[src/core/npg_pkg.sv]
// package for the nvm protection, security and interrupt block
// assumes a 32-bit AXI4-Lite register bus and a 16-bit global address space
package npg_pkg;
  // register byte offsets
  localparam logic [7:0] NPG_OFS_STATUS = 8'h00;
  localparam logic [7:0] NPG_OFS_CONFIG = 8'h04;
  localparam logic [7:0] NPG_OFS_ERRSTAT = 8'h08;
  localparam logic [7:0] NPG_OFS_ERRCFG = 8'h0C;
  localparam logic [7:0] NPG_OFS_FGUARD = 8'h10;
  localparam logic [7:0] NPG_OFS_EGUARD = 8'h14;
  localparam logic [7:0] NPG_OFS_LOCK = 8'h18;
  // field positions
  localparam int NPG_BIT_CMD_DONE = 7;
  localparam int NPG_BIT_VIOL = 5;
  localparam int NPG_BIT_CMD_IE = 7;
  localparam int NPG_BIT_DFAULT = 1;
  localparam int NPG_BIT_SFAULT = 0;
  localparam int NPG_BIT_OPEN = 7;
  localparam int NPG_BIT_HDIS = 5;
  localparam int NPG_BIT_LDIS = 2;
  localparam int NPG_BIT_EOPEN = 7;
  // configuration field addresses
  localparam logic [15:0] NPG_CFG_KEY = 16'hFF70;
  localparam logic [15:0] NPG_CFG_RSVD = 16'hFF78;
  localparam logic [15:0] NPG_CFG_FGUARD = 16'hFF7C;
  localparam logic [15:0] NPG_CFG_EGUARD = 16'hFF7D;
  localparam logic [15:0] NPG_CFG_NVOPT = 16'hFF7E;
  localparam logic [15:0] NPG_CFG_LOCK = 16'hFF7F;
  localparam logic [7:0] NPG_RSVD_FILL = 8'hFF;
  // address map of the protected regions
  localparam logic [15:0] NPG_FLASH_BASE = 16'h8000;
  localparam logic [15:0] NPG_FLASH_TOP = 16'hFFFF;
  localparam logic [15:0] NPG_EE_BASE = 16'h3100;
  localparam int NPG_EE_UNIT = 32;
  // base of the high range and top of the low range, by size code
  localparam logic [15:0] NPG_HI_BASE0 = 16'hF800;
  localparam logic [15:0] NPG_HI_BASE1 = 16'hF000;
  localparam logic [15:0] NPG_HI_BASE2 = 16'hE000;
  localparam logic [15:0] NPG_HI_BASE3 = 16'hC000;
  localparam logic [15:0] NPG_LO_TOP0 = 16'h83FF;
  localparam logic [15:0] NPG_LO_TOP1 = 16'h87FF;
  localparam logic [15:0] NPG_LO_TOP2 = 16'h8FFF;
  localparam logic [15:0] NPG_LO_TOP3 = 16'h9FFF;
  localparam logic [1:0] NPG_UNSECURE = 2'b10;
  // reset values
  localparam logic [7:0] NPG_RST_BYTE = 8'h00;
  localparam logic [1:0] NPG_RESP_OKAY = 2'b00;
  localparam logic [1:0] NPG_RESP_SLVERR = 2'b10;
  // nonvolatile bytes read from the configuration field at reset
  typedef struct packed {
    logic [7:0] fguard;
    logic [7:0] eguard;
    logic [7:0] nvopt;
    logic [7:0] lock;
  } npg_cfg_s;
  typedef enum logic {NPG_LOAD, NPG_RUN} npg_phase_e;

  // allowed flash scenario changes, one bit per target scenario
  function automatic logic npg_step_ok(input logic [2:0] from, input logic [2:0] to);
    logic [7:0] mask;
    mask = 8'h00;
    unique case (from)
      3'd0: mask = 8'h0F;
      3'd1: mask = 8'h0A;
      3'd2: mask = 8'h0C;
      3'd3: mask = 8'h08;
      3'd4: mask = 8'h18;
      3'd5: mask = 8'h3C;
      3'd6: mask = 8'h5A;
      3'd7: mask = 8'hFF;
    endcase
    return mask[to];
  endfunction

  function automatic logic [2:0] npg_scen(input logic [7:0] g);
    return {g[NPG_BIT_OPEN], g[NPG_BIT_HDIS], g[NPG_BIT_LDIS]};
  endfunction
endpackage

[src/core/npg_range.sv]
// address decoder for flash and eeprom protected ranges
// assumes guard registers held stable by the caller
`timescale 1ns/1ps
`default_nettype none
module npg_range (
  // guard settings
  input wire logic [7:0] fguard,
  input wire logic [7:0] eguard,
  // address under test
  input wire logic [15:0] addr,
  // verdict
  output logic prot
);
  import npg_pkg::*;
  logic [15:0] high_base;
  logic [15:0] low_top;
  logic [15:0] ee_top;
  logic in_flash;
  logic in_high;
  logic in_low;
  logic hit_rng;
  logic f_prot;
  logic e_prot;

  always_comb
  begin
    unique case (fguard[4:3])
      2'b00: high_base = NPG_HI_BASE0;
      2'b01: high_base = NPG_HI_BASE1;
      2'b10: high_base = NPG_HI_BASE2;
      2'b11: high_base = NPG_HI_BASE3;
    endcase
    unique case (fguard[1:0])
      2'b00: low_top = NPG_LO_TOP0;
      2'b01: low_top = NPG_LO_TOP1;
      2'b10: low_top = NPG_LO_TOP2;
      2'b11: low_top = NPG_LO_TOP3;
    endcase
  end

  assign in_flash = addr >= NPG_FLASH_BASE;
  assign in_high = addr >= high_base;
  assign in_low = in_flash && addr <= low_top;
  assign hit_rng = (!fguard[NPG_BIT_HDIS] && in_high) || (!fguard[NPG_BIT_LDIS] && in_low);
  // open: cleared disable protects; closed: cleared disable exempts
  assign f_prot = in_flash && (fguard[NPG_BIT_OPEN] ? hit_rng : !hit_rng);
  assign ee_top = 16'(NPG_EE_BASE + NPG_EE_UNIT * (eguard[2:0] + 1) - 1);
  assign e_prot = !eguard[NPG_BIT_EOPEN] && addr >= NPG_EE_BASE && addr <= ee_top;
  assign prot = f_prot || e_prot;
endmodule
`default_nettype wire

[src/core/npg_core.sv]
// nvm protection, security and interrupt request logic with AXI4-Lite registers
// assumes config field bytes are valid on cfg while rst_n is low and at release
`timescale 1ns/1ps
`default_nettype none
module npg_core (
  // clock and reset
  input wire logic clk,
  input wire logic rst_n,
  // axi4-lite write address and data
  input wire logic awvalid,
  output logic awready,
  input wire logic [7:0] awaddr,
  input wire logic wvalid,
  output logic wready,
  input wire logic [31:0] wdata,
  input wire logic [3:0] wstrb,
  // axi4-lite write response
  output logic bvalid,
  input wire logic bready,
  output logic [1:0] bresp,
  // axi4-lite read
  input wire logic arvalid,
  output logic arready,
  input wire logic [7:0] araddr,
  output logic rvalid,
  input wire logic rready,
  output logic [31:0] rdata,
  output logic [1:0] rresp,
  // configuration field bytes
  input wire npg_pkg::npg_cfg_s cfg,
  // memory controller events
  input wire logic cmd_complete,
  input wire logic double_fault,
  input wire logic single_fault,
  input wire logic key_match,
  // program or erase check
  input wire logic pe_req,
  input wire logic [15:0] pe_addr,
  output logic pe_allow,
  output logic pe_deny,
  // results
  output logic cmd_launch,
  output logic irq_cmd,
  output logic irq_err,
  output logic [1:0] lock_bits,
  output logic secured
);
  import npg_pkg::*;
  npg_phase_e phase;
  logic cmd_done_flag;
  logic guard_violation_flag;
  logic cmd_done_irq_en;
  logic double_fault_flag;
  logic single_fault_flag;
  logic double_fault_irq_en;
  logic single_fault_irq_en;
  logic [7:0] flash_guard_reg;
  logic [7:0] eeprom_guard_reg;
  logic [7:0] lock_state_reg;
  logic aw_got;
  logic w_got;
  logic [7:0] aw_q;
  logic [31:0] w_q;
  logic [3:0] s_q;
  logic do_wr;
  logic [7:0] wb;
  logic hit_prot;
  logic wr_launch;
  logic [31:0] next_rdata;
  logic rd_map;

  npg_range u_range (
    .fguard(flash_guard_reg),
    .eguard(eeprom_guard_reg),
    .addr(pe_addr),
    .prot(hit_prot)
  );

  assign do_wr = aw_got && w_got && !bvalid;
  assign wb = s_q[0] ? w_q[7:0] : NPG_RST_BYTE;
  assign wr_launch = do_wr && s_q[0] && aw_q == NPG_OFS_STATUS
    && w_q[NPG_BIT_CMD_DONE] && cmd_done_flag;

  // one-shot capture of the configuration field after reset release
  always_ff @(posedge clk or negedge rst_n)
  begin
    if (!rst_n)
      phase <= NPG_LOAD;
    else
      phase <= NPG_RUN;
  end

  // write address and data taken in either order
  always_ff @(posedge clk or negedge rst_n)
  begin
    if (!rst_n)
    begin
      aw_got <= 1'b0;
      w_got <= 1'b0;
      aw_q <= NPG_RST_BYTE;
      w_q <= '0;
      s_q <= '0;
      awready <= 1'b0;
      wready <= 1'b0;
      bvalid <= 1'b0;
      bresp <= NPG_RESP_OKAY;
    end
    else
    begin
      awready <= phase == NPG_RUN && !aw_got && !(awvalid && awready) && !bvalid;
      wready <= phase == NPG_RUN && !w_got && !(wvalid && wready) && !bvalid;
      if (awvalid && awready)
      begin
        aw_got <= 1'b1;
        aw_q <= {awaddr[7:2], 2'b00};
      end
      if (wvalid && wready)
      begin
        w_got <= 1'b1;
        w_q <= wdata;
        s_q <= wstrb;
      end
      if (do_wr)
      begin
        bvalid <= 1'b1;
        bresp <= aw_q > NPG_OFS_LOCK ? NPG_RESP_SLVERR : NPG_RESP_OKAY;
        aw_got <= 1'b0;
        w_got <= 1'b0;
      end
      else if (bvalid && bready)
        bvalid <= 1'b0;
    end
  end

  // command-done flag, launch pulse; completion beats launch
  always_ff @(posedge clk or negedge rst_n)
  begin
    if (!rst_n)
    begin
      cmd_done_flag <= 1'b1;
      cmd_launch <= 1'b0;
    end
    else
    begin
      cmd_launch <= wr_launch;
      if (cmd_complete)
        cmd_done_flag <= 1'b1;
      else if (wr_launch)
        cmd_done_flag <= 1'b0;
    end
  end

  // fault and violation flags, write one to clear, set wins
  always_ff @(posedge clk or negedge rst_n)
  begin
    if (!rst_n)
    begin
      double_fault_flag <= 1'b0;
      single_fault_flag <= 1'b0;
      guard_violation_flag <= 1'b0;
    end
    else
    begin
      if (double_fault)
        double_fault_flag <= 1'b1;
      else if (do_wr && aw_q == NPG_OFS_ERRSTAT && wb[NPG_BIT_DFAULT])
        double_fault_flag <= 1'b0;
      if (single_fault)
        single_fault_flag <= 1'b1;
      else if (do_wr && aw_q == NPG_OFS_ERRSTAT && wb[NPG_BIT_SFAULT])
        single_fault_flag <= 1'b0;
      if (pe_req && hit_prot)
        guard_violation_flag <= 1'b1;
      else if (do_wr && aw_q == NPG_OFS_STATUS && wb[NPG_BIT_VIOL])
        guard_violation_flag <= 1'b0;
    end
  end

  // program or erase verdict
  always_ff @(posedge clk or negedge rst_n)
  begin
    if (!rst_n)
    begin
      pe_allow <= 1'b0;
      pe_deny <= 1'b0;
    end
    else
    begin
      pe_allow <= pe_req && !hit_prot;
      pe_deny <= pe_req && hit_prot;
    end
  end

  // interrupt enables
  always_ff @(posedge clk or negedge rst_n)
  begin
    if (!rst_n)
    begin
      cmd_done_irq_en <= 1'b0;
      double_fault_irq_en <= 1'b0;
      single_fault_irq_en <= 1'b0;
    end
    else if (do_wr && s_q[0])
    begin
      if (aw_q == NPG_OFS_CONFIG)
        cmd_done_irq_en <= wb[NPG_BIT_CMD_IE];
      if (aw_q == NPG_OFS_ERRCFG)
      begin
        double_fault_irq_en <= wb[NPG_BIT_DFAULT];
        single_fault_irq_en <= wb[NPG_BIT_SFAULT];
      end
    end
  end

  // interrupt requests
  always_ff @(posedge clk or negedge rst_n)
  begin
    if (!rst_n)
    begin
      irq_cmd <= 1'b0;
      irq_err <= 1'b0;
    end
    else
    begin
      irq_cmd <= cmd_done_flag && cmd_done_irq_en;
      irq_err <= (double_fault_flag && double_fault_irq_en)
        || (single_fault_flag && single_fault_irq_en);
    end
  end

  // guard registers: loaded at reset, then only tightened except the flash size fields
  always_ff @(posedge clk or negedge rst_n)
  begin
    if (!rst_n)
    begin
      flash_guard_reg <= NPG_RST_BYTE;
      eeprom_guard_reg <= NPG_RST_BYTE;
    end
    else if (phase == NPG_LOAD)
    begin
      flash_guard_reg <= cfg.fguard;
      eeprom_guard_reg <= cfg.eguard;
    end
    else if (do_wr && s_q[0])
    begin
      if (aw_q == NPG_OFS_FGUARD && npg_step_ok(npg_scen(flash_guard_reg), npg_scen(wb)))
        flash_guard_reg <= wb;
      // eeprom guard may close, and grow while closed
      if (aw_q == NPG_OFS_EGUARD && (wb[NPG_BIT_EOPEN] ? eeprom_guard_reg[NPG_BIT_EOPEN]
          : (eeprom_guard_reg[NPG_BIT_EOPEN] || wb[2:0] >= eeprom_guard_reg[2:0])))
        eeprom_guard_reg <= wb;
    end
  end

  // lock state: reset load only, key match unsecures
  always_ff @(posedge clk or negedge rst_n)
  begin
    if (!rst_n)
    begin
      lock_state_reg <= NPG_RST_BYTE;
      lock_bits <= NPG_RST_BYTE[1:0];
      secured <= 1'b1;
    end
    else
    begin
      if (phase == NPG_LOAD)
        lock_state_reg <= cfg.lock;
      else if (key_match)
        lock_state_reg[1:0] <= NPG_UNSECURE;
      lock_bits <= lock_state_reg[1:0];
      secured <= phase == NPG_LOAD || lock_state_reg[1:0] != NPG_UNSECURE;
    end
  end

  // read data mux
  always_comb
  begin
    next_rdata = '0;
    rd_map = 1'b1;
    unique case ({araddr[7:2], 2'b00})
      NPG_OFS_STATUS:
      begin
        next_rdata[NPG_BIT_CMD_DONE] = cmd_done_flag;
        next_rdata[NPG_BIT_VIOL] = guard_violation_flag;
      end
      NPG_OFS_CONFIG: next_rdata[NPG_BIT_CMD_IE] = cmd_done_irq_en;
      NPG_OFS_ERRSTAT: next_rdata[1:0] = {double_fault_flag, single_fault_flag};
      NPG_OFS_ERRCFG: next_rdata[1:0] = {double_fault_irq_en, single_fault_irq_en};
      NPG_OFS_FGUARD: next_rdata[7:0] = flash_guard_reg;
      NPG_OFS_EGUARD: next_rdata[7:0] = eeprom_guard_reg;
      NPG_OFS_LOCK: next_rdata[7:0] = lock_state_reg;
      default: rd_map = 1'b0;
    endcase
  end

  // read channel
  always_ff @(posedge clk or negedge rst_n)
  begin
    if (!rst_n)
    begin
      arready <= 1'b0;
      rvalid <= 1'b0;
      rdata <= '0;
      rresp <= NPG_RESP_OKAY;
    end
    else
    begin
      arready <= phase == NPG_RUN && !rvalid && !(arvalid && arready);
      if (arvalid && arready)
      begin
        rvalid <= 1'b1;
        rdata <= next_rdata;
        rresp <= rd_map ? NPG_RESP_OKAY : NPG_RESP_SLVERR;
      end
      else if (rvalid && rready)
        rvalid <= 1'b0;
    end
  end
endmodule
`default_nettype wire

[config.mk]
export PLATFORM = sky130hd
export DESIGN_NAME = npg_core
export DESIGN_NICKNAME = d
export VERILOG_FILES = /design/src/core/npg_pkg.sv /design/src/core/npg_range.sv /design/src/core/npg_core.sv
export SDC_FILE = /design/constraint.sdc
export NUM_CORES = 1
export LEC_CHECK = 0
export BUFFER_PORTS_ARGS = -buffer_cell sky130_fd_sc_hd__buf_4
export CAP_MARGIN = 40
export CORE_AREA = 3 3 113 115
export CTS_CLUSTER_DIAMETER = 200
export DETAILED_ROUTE_END_ITERATION = 10
export DIE_AREA = 0 0 116 118
export REMOVE_ABC_BUFFERS = 1
export SETUP_SLACK_MARGIN = 0.2
export SLEW_MARGIN = 20
export SYNTH_ARGS = -nofsm -noshare
export SYNTH_HDL_FRONTEND = slang
export SYNTH_SLANG_ARGS = --single-unit
export TNS_END_PERCENT = 10
[constraint.sdc]
create_clock -name clk -period 2.3 [get_ports clk]
set_input_delay 0 -clock clk [delete_from_list [all_inputs] [get_ports clk]]
set_output_delay 0 -clock clk [all_outputs]
set_load 0.05 [all_outputs]
# == Word level (Yosys, flattened, before mapping) ==
# Memories as Yosys holds them, arrays and structs flattened.
# Cells that the tools add are included.
# word_totals
register_bits,74
latchBits,0
mem_bits_rw,0
romBits,56
input_bits,112
out_inout_bits,49
n_memories,1
# mem_list
name,words,word_bits,read_ports,rd_clocked_by_memory_dff,wr,line_no,rtl
(no name shown),8,7,1,0,0,npg_pkg.sv:62,unique case (from)
# classes
n_addsub,3
multipliers,0
div,0
magnitude_cmp,8
n_eq_ne,22
shifts,0
muxes,41
bitwise_logic,1
reduce_logical,71
# ops
operator,n
one-hot mux 16 bit (4 select lines),2
2-to-1 mux 8 bit,9
logical AND 1 bit,37
less-or-equal comparator 16 bit,2
"== test 6 x 3 -> 1 bit, second input constant",5
"== test 6 x 2 -> 1 bit, second input constant",4
2-to-1 mux 1 bit,20
"adder 14 x 16 -> 16 bit, first input constant",1
"greater-or-equal comparator 16 x 14 -> 1 bit, second input constant",1
greater-or-equal comparator 16 bit,1
"greater-or-equal comparator 16 bit, second input constant",1
nonzero test 2 bit,8
"subtractor 16 x 1 -> 16 bit, second input constant",1
"== test 6 x 1 -> 1 bit, second input constant",2
zero test 1 bit,12
one-hot mux 2 bit (5 select lines),1
one-hot mux 3 bit (3 select lines),1
"== test 2 bit, second input constant",4
"> comparator 8 x 5 -> 1 bit, second input constant",1
zero test 8 bit,1
2-to-1 mux 2 bit,4
AND reduction 2 bit,4
OR reduction 7 bit,1
zero test 6 bit,1
other kinds (13),22

# == Logic depth before layout (Yosys ltp) ==
# logic_depth
ltp_word,12
mapped_depth,11

# == Cells and area by module ==
# From an unflattened synthesis, not the netlist that was laid out.
# unflattened
cells_unflattened,417
area_unflattened_um2,4222.8
# by_module_without_submodules
mod,instances,cells_per_inst,area_each_um2,seq_area_each_um2
npg_core,1,351,3707.3,1804.2
npg_range,1,66,515.5,0.0

# == Worst setup path before layout ==
# No wires, ideal clock.
# synth_timing
path_kind,register to register
from,register eeprom_guard_reg[0]
to,register pe_allow
setup_time_ps,120
arrival_ps,2364
required_ps,2180
setup_slack_ps,-184
stages_incl_launch_ff,12
synth_period_minus_slack_ps,2484
path_cell_list,dfrtp_1 > ha_1 > nor2b_1 > xnor2_1 > a21oi_1 > nor2_1 > ha_1 > nand3_1 > or4_1 > a21oi_2 > a31oi_1 > and4_1
# synth_between
elab_chain_len,8
# synth_rtl
element,line_no,rtl
from (decl),npg_core.sv:58,logic [7:0] eeprom_guard_reg;
from (signal assigned),npg_core.sv:242,eeprom_guard_reg <= cfg.eguard;
from (signal assigned),npg_core.sv:251,eeprom_guard_reg <= wb;
adder 3 x 1 -> 4 bit,npg_range.sv:47,assign ee_top = 16'(NPG_EE_BASE + NPG_EE_UNIT * (eguard[2:0] + 1) - 1);
adder 14 x 16 -> 16 bit,npg_range.sv:47,
subtractor 16 x 1 -> 16 bit,npg_range.sv:47,
less-or-equal comparator 16 bit,npg_range.sv:48,assign e_prot = !eguard[NPG_BIT_EOPEN] && addr >= NPG_EE_BASE && addr <= ee_top;
logical AND 1 bit,npg_range.sv:48,
logical OR 1 bit,npg_range.sv:49,assign prot = f_prot || e_prot;
zero test 1 bit,npg_core.sv:189,pe_allow <= pe_req && !hit_prot;
logical AND 1 bit,npg_core.sv:189,
to (signal assigned),npg_core.sv:189,
to (decl),npg_core.sv:39,"output logic pe_allow,"
# No other way between the ends.
# A chain may end at the register's enable or synchronous reset.

# == Worst setup path in the final report ==
# Same ends and word-level chain as after synthesis.

==> impl_metrics.csv <==
group,metric,value,unit
power_and_ir_drop,p_int,0.00298,W
clock_tree,cts_buffers,9,
power_and_ir_drop,clockPowerShare,0.278,
outcome,violations,"setup timing",
final_layout,multi_input_area,2070,um^2
logic_synthesis,ys_ff_latch,72,
sta,layout_setup_ws,-118,ps
place,place_area,4910,um^2
logic_synthesis,yosys-top-cells-area,"dfrtp_1, mux2i_1, ha_1",
hold_path,worstHoldStart,"pe_addr[15]",
sta,min_period,2420,ps
sta,fmax,0.414,GHz
clock_tree,htreeDepth,3,
logic_synthesis,synth.avg_cell_area,10.2,um^2
worst_setup_path,r2r_slack,-120,ps
die,die_area,13700,um^2
power_and_ir_drop,p_leak,2.70,nW
clock_tree,cts_root_buf,"clkbuf_16",
sta,final.period_utilization,1.05,
power_and_ir_drop,power_density,792,nW/um^2
detailed_routing,post_drt_wl_per_cell,14.8,um
detailed_routing,drc,0,
worst_setup_path,reg2reg_from,"eeprom_guard_reg[0]",
sta,clock_skew,8.83,ps
logic_synthesis,synth_edf_count,0,
outcome,status,"finished, violations left",
logic_synthesis,async_flop_share,1.00,
hold_path,min_path_type,"in -> reg",
global_route,antenna_found_initial,0,
final_layout,seqCellArea,1810,um^2
clock_tree,cts_tree,"yes",
worst_setup_path,startpoint,"eeprom_guard_reg[0]",
global_route,grt_pass1_vias,3598,
die,initial_core_util,0.339,
detailed_routing,met3_length,494,um
place,dp_hpwl,7780,um
detailed_routing,firstDrtPassIters,4,
die,dieHeight,118,um
logic_synthesis,ys_seq_area_frac,0.447,
logic_synthesis,netlist_area,4040,um^2
global_route,grtUsageTotal,0.155,
clock_tree,clk_latency,330,ps
detailed_routing,top_layer,"met4",
sta,hold_viol,0,
clock_tree,cts.sinks,72,
place,port_buffers,95,
detailed_routing,vias_per_cell,4.87,
die,die_w,116,um
detailed_routing,wl_met1,4660,um
flow_run,maxCapViolations,0,
hold_path,whs_path_depth,3,
final_layout,drive_gt1_frac,0.296,
logic_synthesis,synth_top_area_cell,"dfrtp_1",
worst_setup_path,worst_ep_required_time,2520,ps
detailed_routing,via_count,3425,
worst_setup_path,crit_type,"reg -> reg",
worst_setup_path,arrival,2640,ps
sta,finalMaxSlewViolations,0,
global_route,grt_overflow_total,0,
logic_synthesis,synth_top_cell_area_share,0.434,
logic_synthesis,ys_types,56,
worst_setup_path,r2r-end,"pe_allow",
sta,setup_violations,3,
final_layout,fillerInstances,1101,
final_layout,utilization,0.484,
global_route,grt_max_degree,56,
final_layout,fin_area,5770,um^2
final_layout,n_antenna_cell,0,
clock_tree,path_clk_slew,60,ps
place,gp_congestion,0.806,
worst_setup_path,cp_max_fo,4,
die,core,11900,um^2
worst_setup_path,crit_path_end_kind,"flip-flop",
logic_synthesis,ys.flop_type,"dfrtp_1",
power_and_ir_drop,p_sw_frac,0.347,
final_layout,areaGrowthSynthToFinish,43.0,%
detailed_routing,routed-wl-met2,5010,um
logic_synthesis,synth_warnings,0,
worst_setup_path,worstSetupStartpointType,"flip-flop",
detailed_routing,drt_wl_total,10400,um
detailed_routing,drt_iter0_drc,93,
hold_path,hold_end,"pe_allow",
worst_setup_path,reg2regPathDepth,11,
detailed_routing,final_antenna_net_count,0,
global_route,grt_pass1_wl,16900,um
final_layout,nets,683,
logic_synthesis,synthCells,396,
clock_tree,clock_path_buffers,2,
power_and_ir_drop,irDropWorstVdd,0.000548,V
power_and_ir_drop,combinationalPowerShare,0.334,
sta,rsz0062_at_grt,"true",
power_and_ir_drop,power_switching,0.00158,W
die,num_rows,40,
power_and_ir_drop,seqPwrFrac,0.387,
die,boundaryPins,161,
-- cells in the mapped netlist, types with 2 or more instances --
cell type,n
nand2b_1,3
mux2_1,6
buf_4,27
and2_1,2
mux2_2,16
a31oi_1,11
dfstp_2,2
nor4_1,2
nor3_1,4
mux4_2,2
nand2_1,31
conb_1,2
a22o_1,5
or4_1,3
ha_1,18
nand4_1,5
xnor2_1,4
or3_1,9
nand3_1,8
inv_1,19
clkbuf_1,12
nor4b_1,2
mux2i_1,25
dfrtp_1,70
and3_1,5
o22ai_1,3
o21ai_0,7
nand3b_1,5
a21o_1,6
a21oi_1,14
a21oi_2,2
nor2b_1,2
o21ai_1,15
nor2_1,27
-- metrics by stage --
stage | setup TNS (ps) | hold slack, ps | setup slack (ps) | instances | total power, W
finish | -202 | 29.3 | -118 | 704 | 0.00457
global route | -472 | 32.9 | -203 | 704 | 0.00484
CTS | -362 | 12.5 | -162 | 704 | 0.00458
detailed placement | -608 | -111 | -266 | 638 | 0.00319
global placement | -348 | 173 | -176 | 637 | 0.00314
floorplan | -349 | -296 | -193 | 380 | 0.00266
-- how the worst max path moves through the flow --
stage / endpoint / slack (ps)
finish: pe_allow / -120
floorplan: pe_allow / -190
detailed placement: pe_allow / -270
global route: pe_allow / -200
CTS: pe_allow / -160
global placement: pe_allow / -180
-- repair_timing --
action | in CTS | in global routing
hold buffers | 49 | 0
resized for setup | 6 | 11
pin swaps | 9 | 8
setup endpoints to repair | 3 | 6
setup buffers | 2 | 0
endpoints found under the hold margin | 120 | 0
-- power by group through the flow --
stage               Sequential, W  Combinational [W]  Clock [W]
floorplan                 0.00192           0.000739          0
global placement          0.00177            0.00137          0
detailed placement        0.00179            0.00141          0
CTS                       0.00176            0.00151    0.00131
global route              0.00181            0.00167    0.00136
finish                    0.00177            0.00153    0.00127
-- critical path, stage by stage (launching register included) --
cell	delay, ps
dfrtp_1	440
ha_4	310
nor2b_4	40
xnor2_1	110
a21oi_1	170
nor2_1	70
ha_1	310
nand3_2	80
or4_4	430
a21oi_4	150
a31oi_1	50
and4_1	150
-- kinds of logic (layout without fill, tap and decap cells) --
logic type | Yosys count | count (layout) | synth area share
AO/OA/AOI/OAI | 73 | 73 | 0.118
XOR/XNOR | 4 | 4 | 0.00868
adder cells (fa/ha/maj) | 18 | 18 | 0.0558
buffers and inverters | 61 | 197 | 0.0822
flip-flops | 72 | 72 | 0.447
multiplexers | 49 | 49 | 0.135
other | 2 | 27 | 0.00186
AND/OR/NAND/NOR | 117 | 117 | 0.152
-- cell usage in the layout (no fill, tap or decap), types with 3 or more instances in the layout --
master         instances
a21o_1                 6
a21oi_1               13
a22o_1                 5
a31oi_1               10
and3_1                 5
buf_4                111
clkbuf_1               3
clkbuf_16              9
conb_1                27
dfrtp_1               68
dlygate4sd3_1         49
ha_1                  16
inv_1                 19
mux2_1                 6
mux2_2                16
mux2i_1               25
nand2_1               30
nand2b_1               3
nand3_1                7
nand3b_1               5
nand4_1                5
nor2_1                27
nor3_1                 4
o21ai_0                7
o21ai_1               15
o22ai_1                3
or3_1                  8
xnor2_1                4
-- layout make-up --
type	instances	share of cell area
Clock buffer	14	0.0458
Inverter	20	0.0130
Timing Repair Buffer	162	0.236
Tap cell	147	0.0319
Sequential cell	72	0.313
Multi-Input combinational cell	288	0.359
Clock inverter	1	0.000867
-- per-layer routing --
metal / vias to the layer above / track usage
met2: 90 / 0.259
met3: 17 / 0.0386
met4: 0 / 0.0471
met5: - / 0
met1: 1643 / 0.197
li1: 1675 / -
(Power assumes the default switching activity.)
